===== src/logic/usbes_pkg.sv =====
// Constants shared by the USB event and status block.
package usbes_pkg;

    // ********************************************************
    // Register byte offsets on the bus
    // ********************************************************
    localparam logic [7:0] USBES_OFF_EVENT_FLAGS = 8'h00;
    localparam logic [7:0] USBES_OFF_TXN_STATE   = 8'h04;
    localparam logic [7:0] USBES_OFF_MISC_STATE  = 8'h08;
    localparam logic [7:0] USBES_OFF_RX_LENGTH   = 8'h0C;
    localparam logic [7:0] USBES_OFF_ENABLES     = 8'h10;
    localparam logic [7:0] USBES_OFF_CONTROL     = 8'h14;

    // ********************************************************
    // Field positions
    // ********************************************************
    localparam int USBES_FG_NAK      = 7;
    localparam int USBES_FG_TOGGLE   = 6;
    localparam int USBES_FG_FREE     = 5;
    localparam int USBES_FG_OVERFLOW = 4;
    localparam int USBES_FG_SUSPEND  = 2;
    localparam int USBES_FG_TRANSFER = 1;
    localparam int USBES_FG_BUSRST   = 0;
    localparam int USBES_EN_SOF      = 7;
    localparam int USBES_EN_NAK      = 6;
    localparam int USBES_MS_IDLE     = 5;
    localparam int USBES_MS_RXRDY    = 4;
    localparam int USBES_MS_BUSRST   = 3;
    localparam int USBES_MS_SUSPEND  = 2;
    localparam int USBES_CT_PAUSE    = 3;
    localparam int USBES_CT_CLRALL   = 1;

    // Index of each sticky event inside the four-wide flag vector.
    localparam int USBES_NUM_FLAGS   = 4;
    localparam int USBES_SF_BUSRST   = 0;
    localparam int USBES_SF_TRANSFER = 1;
    localparam int USBES_SF_SUSPEND  = 2;
    localparam int USBES_SF_OVERFLOW = 3;

    // ********************************************************
    // Reset values and encodings
    // ********************************************************
    localparam logic [7:0] USBES_RST_ENABLES  = 8'h00;
    localparam logic [7:0] USBES_RST_CONTROL  = 8'h02;
    localparam logic [7:0] USBES_ENABLE_MASK  = 8'hD7;
    localparam logic [7:0] USBES_CONTROL_MASK = 8'h0A;
    localparam logic       USBES_RST_FREE     = 1'b1;
    localparam logic       USBES_RST_BUSRST   = 1'b1;

    typedef enum logic [1:0] {
        USBES_TOKEN_OUT   = 2'h0,
        USBES_TOKEN_SOF   = 2'h1,
        USBES_TOKEN_IN    = 2'h2,
        USBES_TOKEN_SETUP = 2'h3
    } usbes_token_t;

endpackage


===== src/logic/usbes_event_status.sv =====
// USB event flags, transaction status, misc status and enables.
//
// What this block does
// - Flag bit 7 shows NAK busy handshake.
// - Flag bit 6 shows toggle match.
// - Flag bit 5 engine free, resets 1.
// - Flag bit 4 set on FIFO overflow.
// - A write to the flag register with byte lane 0 selected clears the four event flags, except one whose event arrives in the same cycle.
// - Flag bit 2 set on suspend or wakeup.
// - Flag bit 1 set on transfer completion.
// - Flag bit 0 set on bus reset.
// - State bits 7:6 mirror NAK and toggle.
// - State bits 5:4 give token type.
// - State bits 3:0 give endpoint number.
// - Misc bit 5 mirrors engine free.
// - Misc bit 4 shows receive FIFO not empty.
// - Misc bit 3 shows bus reset active.
// - Misc bit 2 shows suspend request.
// - Length register gives received byte count.
// - Enable bit 7 gates SOF interrupt.
// - Enable bit 6 gates NAK interrupt.
// - Enable bits 4,2,1,0 gate events; others zero.
// - Engine events set flags and request interrupt.
// - Auto pause answers NAK while transfer flagged.
// - Clear-all empties flags and FIFO while set.
`timescale 1ns/1ps
module usbes_event_status
    import usbes_pkg::*;
(
    input  wire logic        clock_in,
    input  wire logic        srst_in,
    // Wishbone slave.
    input  wire logic        wb_cyc_in,
    input  wire logic        wb_stb_in,
    input  wire logic        wb_we_in,
    input  wire logic [7:0]  wb_adr_in,
    input  wire logic [3:0]  wb_sel_in,
    input  wire logic [31:0] wb_dat_in,
    output logic      [31:0] wb_dat_out,
    output logic             wb_ack_out,
    // Protocol engine, same clock.
    input  wire logic        engine_busy_in,
    input  wire logic        txn_end_in,
    input  wire logic        txn_nak_in,
    input  wire logic        txn_toggle_ok_in,
    input  wire logic [1:0]  txn_token_in,
    input  wire logic [3:0]  txn_endpoint_in,
    input  wire logic [7:0]  txn_rx_count_in,
    input  wire logic        fifo_overflow_in,
    input  wire logic        suspend_wake_in,
    input  wire logic        bus_reset_event_in,
    input  wire logic        bus_reset_level_in,
    input  wire logic        suspend_level_in,
    input  wire logic        rx_fifo_nonempty_in,
    // Results.
    output logic             irq_out,
    output logic             busy_nak_out,
    output logic             fifo_clear_out
);

    // ********************************************************
    // Address decode
    // ********************************************************
    function automatic logic reg_hit(input logic [7:0] adr, input logic [7:0] off);
        reg_hit = (adr == off);
    endfunction

    logic read_load;
    logic write_commit;
    logic flag_write;

    usbes_wb_slave u_wb_slave (
        .clock_in         (clock_in),
        .srst_in          (srst_in),
        .wb_cyc_in        (wb_cyc_in),
        .wb_stb_in        (wb_stb_in),
        .wb_we_in         (wb_we_in),
        .wb_sel0_in       (wb_sel_in[0]),
        .wb_ack_out       (wb_ack_out),
        .read_load_out    (read_load),
        .write_commit_out (write_commit)
    );

    assign flag_write = write_commit && reg_hit(wb_adr_in, USBES_OFF_EVENT_FLAGS);

    // ********************************************************
    // Control and enable registers
    // ********************************************************
    logic [7:0] event_enables;
    logic [7:0] control;
    logic       auto_pause_enable;
    logic       clear_all_control;

    always_ff @(posedge clock_in) begin
        if (srst_in) begin
            event_enables <= USBES_RST_ENABLES;
        end else if (write_commit && reg_hit(wb_adr_in, USBES_OFF_ENABLES)) begin
            event_enables <= wb_dat_in[7:0] & USBES_ENABLE_MASK;
        end
    end

    always_ff @(posedge clock_in) begin
        if (srst_in) begin
            control <= USBES_RST_CONTROL;
        end else if (write_commit && reg_hit(wb_adr_in, USBES_OFF_CONTROL)) begin
            control <= wb_dat_in[7:0] & USBES_CONTROL_MASK;
        end
    end

    assign auto_pause_enable = control[USBES_CT_PAUSE];
    assign clear_all_control = control[USBES_CT_CLRALL];

    // ********************************************************
    // Sticky event flags
    // ********************************************************
    logic [USBES_NUM_FLAGS-1:0] event_set;
    logic [USBES_NUM_FLAGS-1:0] event_flags;
    logic                       fifo_overflow_flag;
    logic                       suspend_wake_flag;
    logic                       transfer_done_flag;
    logic                       bus_reset_flag;

    assign event_set[USBES_SF_BUSRST]   = bus_reset_event_in;
    assign event_set[USBES_SF_TRANSFER] = txn_end_in;
    assign event_set[USBES_SF_SUSPEND]  = suspend_wake_in;
    assign event_set[USBES_SF_OVERFLOW] = fifo_overflow_in;

    // Clear-all is a level, so it keeps the flags empty until software drops it.
    usbes_sticky_flags u_flags (
        .clock_in       (clock_in),
        .srst_in        (srst_in),
        .set_in         (event_set),
        .clear_in       (flag_write),
        .force_clear_in (clear_all_control),
        .flags_out      (event_flags)
    );

    assign fifo_overflow_flag = event_flags[USBES_SF_OVERFLOW];
    assign suspend_wake_flag  = event_flags[USBES_SF_SUSPEND];
    assign transfer_done_flag = event_flags[USBES_SF_TRANSFER];
    assign bus_reset_flag     = event_flags[USBES_SF_BUSRST];
    assign fifo_clear_out     = clear_all_control;

    // ********************************************************
    // Transaction results
    // ********************************************************
    logic       nak_received;
    logic       toggle_match;
    logic [1:0] token_type;
    logic [3:0] current_endpoint;
    logic [7:0] received_byte_count;

    // All results move on the same edge so software never sees a mix.
    always_ff @(posedge clock_in) begin
        if (srst_in) begin
            nak_received        <= 1'b0;
            toggle_match        <= 1'b0;
            token_type          <= USBES_TOKEN_OUT;
            current_endpoint    <= 4'h0;
            received_byte_count <= 8'h00;
        end else if (txn_end_in) begin
            nak_received        <= txn_nak_in;
            toggle_match        <= txn_toggle_ok_in;
            token_type          <= txn_token_in;
            current_endpoint    <= txn_endpoint_in;
            received_byte_count <= txn_rx_count_in;
        end
    end

    // ********************************************************
    // Engine and bus status
    // ********************************************************
    logic engine_free;
    logic rx_fifo_ready;
    logic bus_reset_active;
    logic suspend_request;

    always_ff @(posedge clock_in) begin
        if (srst_in) begin
            engine_free <= USBES_RST_FREE;
        end else begin
            engine_free <= !engine_busy_in;
        end
    end

    always_ff @(posedge clock_in) begin
        if (srst_in) begin
            rx_fifo_ready    <= 1'b0;
            bus_reset_active <= USBES_RST_BUSRST;
            suspend_request  <= 1'b0;
        end else begin
            rx_fifo_ready    <= rx_fifo_nonempty_in && !clear_all_control;
            bus_reset_active <= bus_reset_level_in;
            suspend_request  <= suspend_level_in;
        end
    end

    // ********************************************************
    // Register images
    // ********************************************************
    logic [7:0] flag_word;
    logic [7:0] state_word;
    logic [7:0] misc_word;
    logic [7:0] read_word;

    always_comb begin
        flag_word                    = 8'h00;
        flag_word[USBES_FG_NAK]      = nak_received;
        flag_word[USBES_FG_TOGGLE]   = toggle_match;
        flag_word[USBES_FG_FREE]     = engine_free;
        flag_word[USBES_FG_OVERFLOW] = fifo_overflow_flag;
        flag_word[USBES_FG_SUSPEND]  = suspend_wake_flag;
        flag_word[USBES_FG_TRANSFER] = transfer_done_flag;
        flag_word[USBES_FG_BUSRST]   = bus_reset_flag;
    end

    assign state_word = {nak_received, toggle_match, token_type, current_endpoint};

    always_comb begin
        misc_word                   = 8'h00;
        misc_word[USBES_MS_IDLE]    = engine_free;
        misc_word[USBES_MS_RXRDY]   = rx_fifo_ready;
        misc_word[USBES_MS_BUSRST]  = bus_reset_active;
        misc_word[USBES_MS_SUSPEND] = suspend_request;
    end

    // Unmapped offsets answer normally with zero data.
    always_comb begin
        case (wb_adr_in)
            USBES_OFF_EVENT_FLAGS: read_word = flag_word;
            USBES_OFF_TXN_STATE:   read_word = state_word;
            USBES_OFF_MISC_STATE:  read_word = misc_word;
            USBES_OFF_RX_LENGTH:   read_word = received_byte_count;
            USBES_OFF_ENABLES:     read_word = event_enables;
            USBES_OFF_CONTROL:     read_word = control;
            default:               read_word = 8'h00;
        endcase
    end

    always_ff @(posedge clock_in) begin
        if (srst_in) begin
            wb_dat_out <= 32'h0000_0000;
        end else if (read_load) begin
            wb_dat_out <= {24'h00_0000, read_word};
        end
    end

    // ********************************************************
    // Interrupt request and auto pause
    // ********************************************************
    logic event_irq;
    logic sof_irq;
    logic nak_irq;

    assign event_irq = |({fifo_overflow_flag, suspend_wake_flag,
                          transfer_done_flag, bus_reset_flag} &
                         {event_enables[USBES_FG_OVERFLOW], event_enables[USBES_FG_SUSPEND],
                          event_enables[USBES_FG_TRANSFER], event_enables[USBES_FG_BUSRST]});
    // SOF and NAK reasons ride on the pending transfer flag of that transaction.
    assign sof_irq   = event_enables[USBES_EN_SOF] && transfer_done_flag &&
                       (token_type == USBES_TOKEN_SOF);
    assign nak_irq   = event_enables[USBES_EN_NAK] && transfer_done_flag &&
                       nak_received;

    always_ff @(posedge clock_in) begin
        if (srst_in) begin
            irq_out <= 1'b0;
        end else begin
            irq_out <= event_irq || sof_irq || nak_irq;
        end
    end

    // The engine keeps refusing with NAK until software clears the flag.
    assign busy_nak_out = auto_pause_enable && transfer_done_flag;
endmodule // usbes_event_status


===== src/logic/usbes_sticky_flags.sv =====
// Sticky event flags with write clear and a forced clear.
`timescale 1ns/1ps
module usbes_sticky_flags
    import usbes_pkg::*;
(
    input  wire logic                       clock_in,
    input  wire logic                       srst_in,
    input  wire logic [USBES_NUM_FLAGS-1:0] set_in,
    input  wire logic                       clear_in,
    input  wire logic                       force_clear_in,
    output logic      [USBES_NUM_FLAGS-1:0] flags_out
);

    genvar i;
    generate
        for (i = 0; i < USBES_NUM_FLAGS; i++) begin : g_flag
            // A new event beats a software clear so no event is lost.
            always_ff @(posedge clock_in) begin
                if (srst_in) begin
                    flags_out[i] <= 1'b0;
                end else if (force_clear_in) begin
                    flags_out[i] <= 1'b0;
                end else if (set_in[i]) begin
                    flags_out[i] <= 1'b1;
                end else if (clear_in) begin
                    flags_out[i] <= 1'b0;
                end
            end
        end
    endgenerate

endmodule // usbes_sticky_flags


===== src/logic/usbes_wb_slave.sv =====
// Classic Wishbone handshake for the register file.
`timescale 1ns/1ps
module usbes_wb_slave (
    input  wire logic clock_in,
    input  wire logic srst_in,
    input  wire logic wb_cyc_in,
    input  wire logic wb_stb_in,
    input  wire logic wb_we_in,
    input  wire logic wb_sel0_in,
    output logic      wb_ack_out,
    output logic      read_load_out,
    output logic      write_commit_out
);

    logic request;

    assign request = wb_cyc_in && wb_stb_in;

    // The answer comes one cycle after the request and lasts one cycle.
    always_ff @(posedge clock_in) begin
        if (srst_in) begin
            wb_ack_out <= 1'b0;
        end else begin
            wb_ack_out <= request && !wb_ack_out;
        end
    end

    // Read data is loaded together with ack; writes land on the edge that ends the ack cycle.
    assign read_load_out    = request && !wb_ack_out;
    assign write_commit_out = request && wb_ack_out && wb_we_in && wb_sel0_in;

endmodule // usbes_wb_slave


===== config.mk =====
export PLATFORM = sky130hd
export DESIGN_NAME = usbes_event_status
export DESIGN_NICKNAME = d
export VERILOG_FILES = /design/src/logic/usbes_pkg.sv /design/src/logic/usbes_event_status.sv /design/src/logic/usbes_sticky_flags.sv /design/src/logic/usbes_wb_slave.sv
export SDC_FILE = /design/constraint.sdc
export NUM_CORES = 1
export LEC_CHECK = 0
export BUFFER_PORTS_ARGS = -buffer_cell sky130_fd_sc_hd__buf_2
export CAP_MARGIN = 20
export CORE_UTILIZATION = 47
export CTS_CLUSTER_SIZE = 24
export DETAILED_ROUTE_END_ITERATION = 8
export MAX_ROUTING_LAYER = met4
export PLACE_DENSITY = 0.84
export SKIP_CTS_REPAIR_TIMING = 1
export SLEW_MARGIN = 20
export SYNTH_ARGS = -nofsm -noshare
export SYNTH_HDL_FRONTEND = slang
export SYNTH_SLANG_ARGS = --single-unit

===== constraint.sdc =====
create_clock -name clock_in -period 3.8 [get_ports clock_in]
set_clock_uncertainty 0.15 [all_clocks]
set_input_delay 0.19 -clock clock_in [delete_from_list [all_inputs] [get_ports clock_in]]
set_output_delay 0.19 -clock clock_in [all_outputs]
set_load 0.01 [all_outputs]

### After elaboration in Yosys (flattened, before gate mapping)

Cells that the tools add are included.

* multiplexer cells: 6
* bitwise logic cells: 1
* equality and inequality tests: 6
* reduce and logical (&&, ||, !) cells: 26

Operator list (number)
* case mux 8 bit (6 select lines): 1
* equality test 8 x 4 -> 1 bit, second input constant: 2
* equality test 8 x 5 -> 1 bit, second input constant: 2
* logical AND 1 bit: 14
* equality test 8 x 3 -> 1 bit, second input constant: 1
* logical NOT 8 bit: 1
* nonzero test 2 bit: 4
* two-way mux 1 bit: 5
* bitwise AND 4 bit: 1
* OR reduction 4 bit: 1
* logical NOT 1 bit: 3
* equality test 2 x 1 -> 1 bit, second input constant: 1
* logical OR 1 bit: 2
* OR reduction 2 bit: 1

* bits in registers: 42
* word-level logic and storage cells: 57
* output and inout bits: 36

### Logic depth before layout (Yosys ltp)

* word-level depth: 7
* gate-level depth with buffers: 6

### Modules after synthesis

A second synthesis with hierarchy kept.

* cell total of the unflattened synthesis: 212
* area total of the unflattened synthesis: 2037.0 um^2

Modules (own cells, without submodules)
* usbes_event_status: instances 1, cells each 189, area an instance 1819.2 um^2
* usbes_sticky_flags: instances 1, cells each 17, area an instance 163.9 um^2
* usbes_wb_slave: instances 1, cells each 6, area an instance 53.8 um^2

### Worst setup path after synthesis

OpenSTA, ideal clock, no wires.

* path type: input to register
* from: input wb_adr_in[3]
* to: register event_enables[0]
* stages on the path: 5
* buffers on the path: 1
* slack: 1944 ps
* data arrival time: 1578 ps
* path through: buf_6 or4_4 nor4_4 mux2i_1 nor2_1

* cells in the longest elaborated chain, start to end: 2

RTL lines
* start, declared: line usbes_event_status.sv:36 `input wire logic [7:0] wb_adr_in,`
* equality test 8 x 5 -> 1 bit: line usbes_event_status.sv:65 `reg_hit = (adr == off);`
* logical AND 1 bit: line usbes_event_status.sv:97 `end else if (write_commit && reg_hit(wb_adr_in, USBES_OFF_ENABLES)) begin`
* end signal, assigned: line usbes_event_status.sv:98 `event_enables <= wb_dat_in[7:0] & USBES_ENABLE_MASK;`
* end, declared: line usbes_event_status.sv:89 `logic [7:0] event_enables;`

Every way passes these cells.
A chain may end at the register's enable or synchronous reset.

### Final worst setup path

* from: input wb_adr_in[3]
* to: register event_enables[2]

Same word-level chain as after synthesis.

==> summary.md <==
| Metric | Value |
|---|---|
| Final #Nets | `345` |
| Max_slew headroom | `0.6180` |
| R2r startpoint | `u_wb_slave.wb_ack_out$_SDFF_PP0_` |
| DR vias/cell | `between 5 and 6` |
| # rows | `23` |
| Sw Share | `0.2421` |
| Die X | `about 67 um` |
| Failing checks | `negative hold slack` |
| Final min period | `approximately 1800 ps` |
| Starting Density | `0.4901` |
| Arrival @ worst endpoint | `1860 ps` |
| Startpoint Class | `primary input` |
| Critical-path top delay cell | `or4_4` |
| Worst reg-to-reg path cell count | `4` |
| Synthesized area per cell | `about 9.5 sq um` |
| Drt pass-1 iters | `4` |
| Min Hold Slack | `-15.65 ps` |
| Peak VDD IR | `around 210 uV` |
| Total Routed Length | `between 4000 and 5000 um` |
| Antenna-violating nets left | `0` |
| Worst-margin pin slew | `568.7 ps` |
| Final core occ | `0.5935` |
| Sequential element share of the synthesized area | `0.4259` |
| Synthesized flop and latch total | `between 40 and 50` |
| Seq pwr share | `0.556` |
| Clock transition at path regs | `approximately 70 ps` |
| Clock Path Buffers | `2` |
| Cell area power density | `~350 nW/um^2` |
| Hold Fails Final Rpt | `9` |
| Cell taking the most area after synthesis | `dfxtp_1` |
| Post-route setup TNS | `0 ps` |
| Share of cells above drive strength 1 | `0.2537` |
| Setup WS post-layout | `~2000 ps` |
| CP Data Required Time | `approximately 3800 ps` |
| WS Path Type | `primary input to flip-flop` |
| CTS Buf Count | `5` |
| Most common cell in the netlist | `dfxtp_1` |
| Worst r2r dst | `event_enables[2]$_SDFFE_PP0P_` |
| Gr usage total | `0.2073` |
| Unrepaired setup endpoints after global routing | `no` |
| Clock share of power | `0.321` |
| Iteration-0 DRC count of the detailed router | `51` |
| Grt total ovfl | `0` |
| Pwr Total | `~830 uW` |
| # port buffers | `56` |
| Clock Latency Late Sink | `~290 ps` |
| Top delay family on crit path | `simple AND/OR/NAND/NOR gates` |
| Logic pwr share | `0.122` |
| Post-synth EDFFs | `0` |
| Buf/Inv on CP | `1` |
| CTS H-Tree Depth | `2` |
| Hold Path Class | `primary input to flip-flop` |
| Clock root cell | `clkbuf_8` |
| Final setup vio count | `0` |
| Initial antenna violation count | `0` |
| Area after DPL | `between 2000 and 2500 sq um` |
| Hpwl dp | `3056 um` |
| Int Power | `roughly 630 uW` |
| Dpl ws | `1668 ps` |
| Largest net degree at the start of global routing | `33` |
| CP max stage delay | `slightly below 600 ps` |
| Hold worst-path end | `nak_received$_SDFFE_PP0P_` |
| Lkg Pwr | `~0.0011 uW` |
| Final Max Tran Viols | `0` |
| Top-area cell type share of the netlist area | `0.4259` |
| Crit-path cells | `buf_2 -> or4_4 -> nor4_4 -> mux2i_1 -> nor2_1` |
| GPL Wtd Cong | `0.8862` |
| Cell variety after synth | `34` |
| Synth Flop Type | `dfxtp_1` |
| Vias | `1,653` |
| Synth cell count leaders | `42 x dfxtp_1, 29 x nor2_1, 28 x mux2i_1` |
| Ys async rst share | `0` |
| Vias in the first global route | `1,335` |
| Area Overhead vs Synth | `21.10%` |
| Diodes inserted | `0` |
| CTS tree | `built` |
| Drt wl/cell | `roughly 13 um` |
| Hold Path Depth | `3` |
| # IOs | `around 110` |
| Drt drc | `0` |
| Endpoint type of the worst setup path | `flip-flop` |
| Synth Instances | `approximately 210` |
| Global-route wire length before repair | `about 6500 um` |
| P_sw | `roughly 200 uW` |
| Synth top area cells | `dfxtp_1 43%, mux2i_1 14%, buf_4 9.1%` |
| CP max FO | `18` |
| Fin crit share | `0.4861` |
| # clock sinks | `42` |
| Fmax | `roughly 540 MHz` |
| Finished layout cell area | `approximately 2400 sq um` |
| Die Height | `around 67 um` |
| Hold_sp | `txn_nak_in` |
| Reg2Reg Setup Slack | `~2100 ps` |
| Post-synthesis cell area | `about 2000 sq um` |
| Synth warn | `0` |
| Die ar. | `about 4500 sq um` |
| Number of max-cap violations | `0` |
| Outcome | `complete, but fails checks` |
| Core ar. | `roughly 4000 sq um` |
==> through the flow <==
stage	hold WS, ps	instances
after detailed placement	217.4	301
after global routing	-1.913	322
after CTS	-95.86	308
final	-15.65	322
after global placement	214.3	301
after floorplan	113.7	230
==> cell type report <==
type / count / area, sq um
fillers: 351 / 1638
multi-input cells: 152 / 987.2
flip-flops and latches: 42 / 840.8
repair buffers: 70 / 420.4
clock buffers: 7 / 76.32
well taps: 50 / 62.56
inverters: 1 / 3.754
==> worst register-to-register path, cell delays in order, from the launching register on <==
cell	delay, ps
dfxtp_1	390
nand3_1	160
nor4_4	530
mux2i_1	250
nor2_1	60
==> cells by family after synthesis <==
group,share of synthesized area
and+or+nand+nor,0.1869
DFF,0.4259
muxes,0.1591
buffers and inverters,0.1179
AOI/OAI and AO/OA,0.1084
other,0.001899
==> power by group through the flow <==
stage	Sequential, uW	Combinational [uW]	Clock, uW
after floorplan	467	77.8	0
final	459	101	266
after global routing	460	113	291
after CTS	459	89.6	272
after global placement	469	87.9	0
after detailed placement	469	89.4	0
==> sequential cells by signal, indices dropped and copies added (netlist names) <==
register	cells
irq_out	1
rx_fifo_ready	1
nak_received	1
toggle_match	1
suspend_request	1
token_type	2
current_endpoint	4
u_flags.flags_out	4
control	2
bus_reset_active	1
u_wb_slave.wb_ack_out	1
engine_free	1
received_byte_count	8
event_enables	6
wb_dat_out	8
==> metal layers <==
layer / part of all wire / track usage
met1: 0.46 / 0.2642
met2: 0.47 / 0.3144
met4: 0.010 / 0.07181
met5: 0 / -
met3: 0.059 / 0.05651
==> cell usage in the layout (no fill, tap or decap), types with 2 or more instances in the layout <==
cell,count
nor4_1,2
dfxtp_1,42
a221o_1,2
a22o_1,7
clkbuf_1,2
or2_2,3
nor3b_1,2
nor2b_1,3
nand3_1,5
nor3_1,4
and2_1,2
nand2_1,5
mux2i_1,28
conb_1,24
and3_1,2
a21oi_1,5
dlygate4sd3_1,14
nand4b_1,3
mux2_2,3
a31oi_1,3
nand2b_1,5
o2bb2ai_1,5
buf_2,56
a22oi_1,2
clkbuf_8,5
nor2_1,29
==> worst max path at each step <==
stage	start	end	cells after the start
final	wb_adr_in[3]	event_enables[2]$_SDFFE_PP0P_	5
after global routing	wb_adr_in[3]	event_enables[4]$_SDFFE_PP0P_	5
after CTS	wb_adr_in[3]	event_enables[2]$_SDFFE_PP0P_	5
after detailed placement	wb_adr_in[3]	event_enables[4]$_SDFFE_PP0P_	5
after global placement	wb_adr_in[3]	event_enables[6]$_SDFFE_PP0P_	5
after floorplan	wb_adr_in[3]	event_enables[0]$_SDFFE_PP0P_	5
Power figures use the tool's default switching activity.
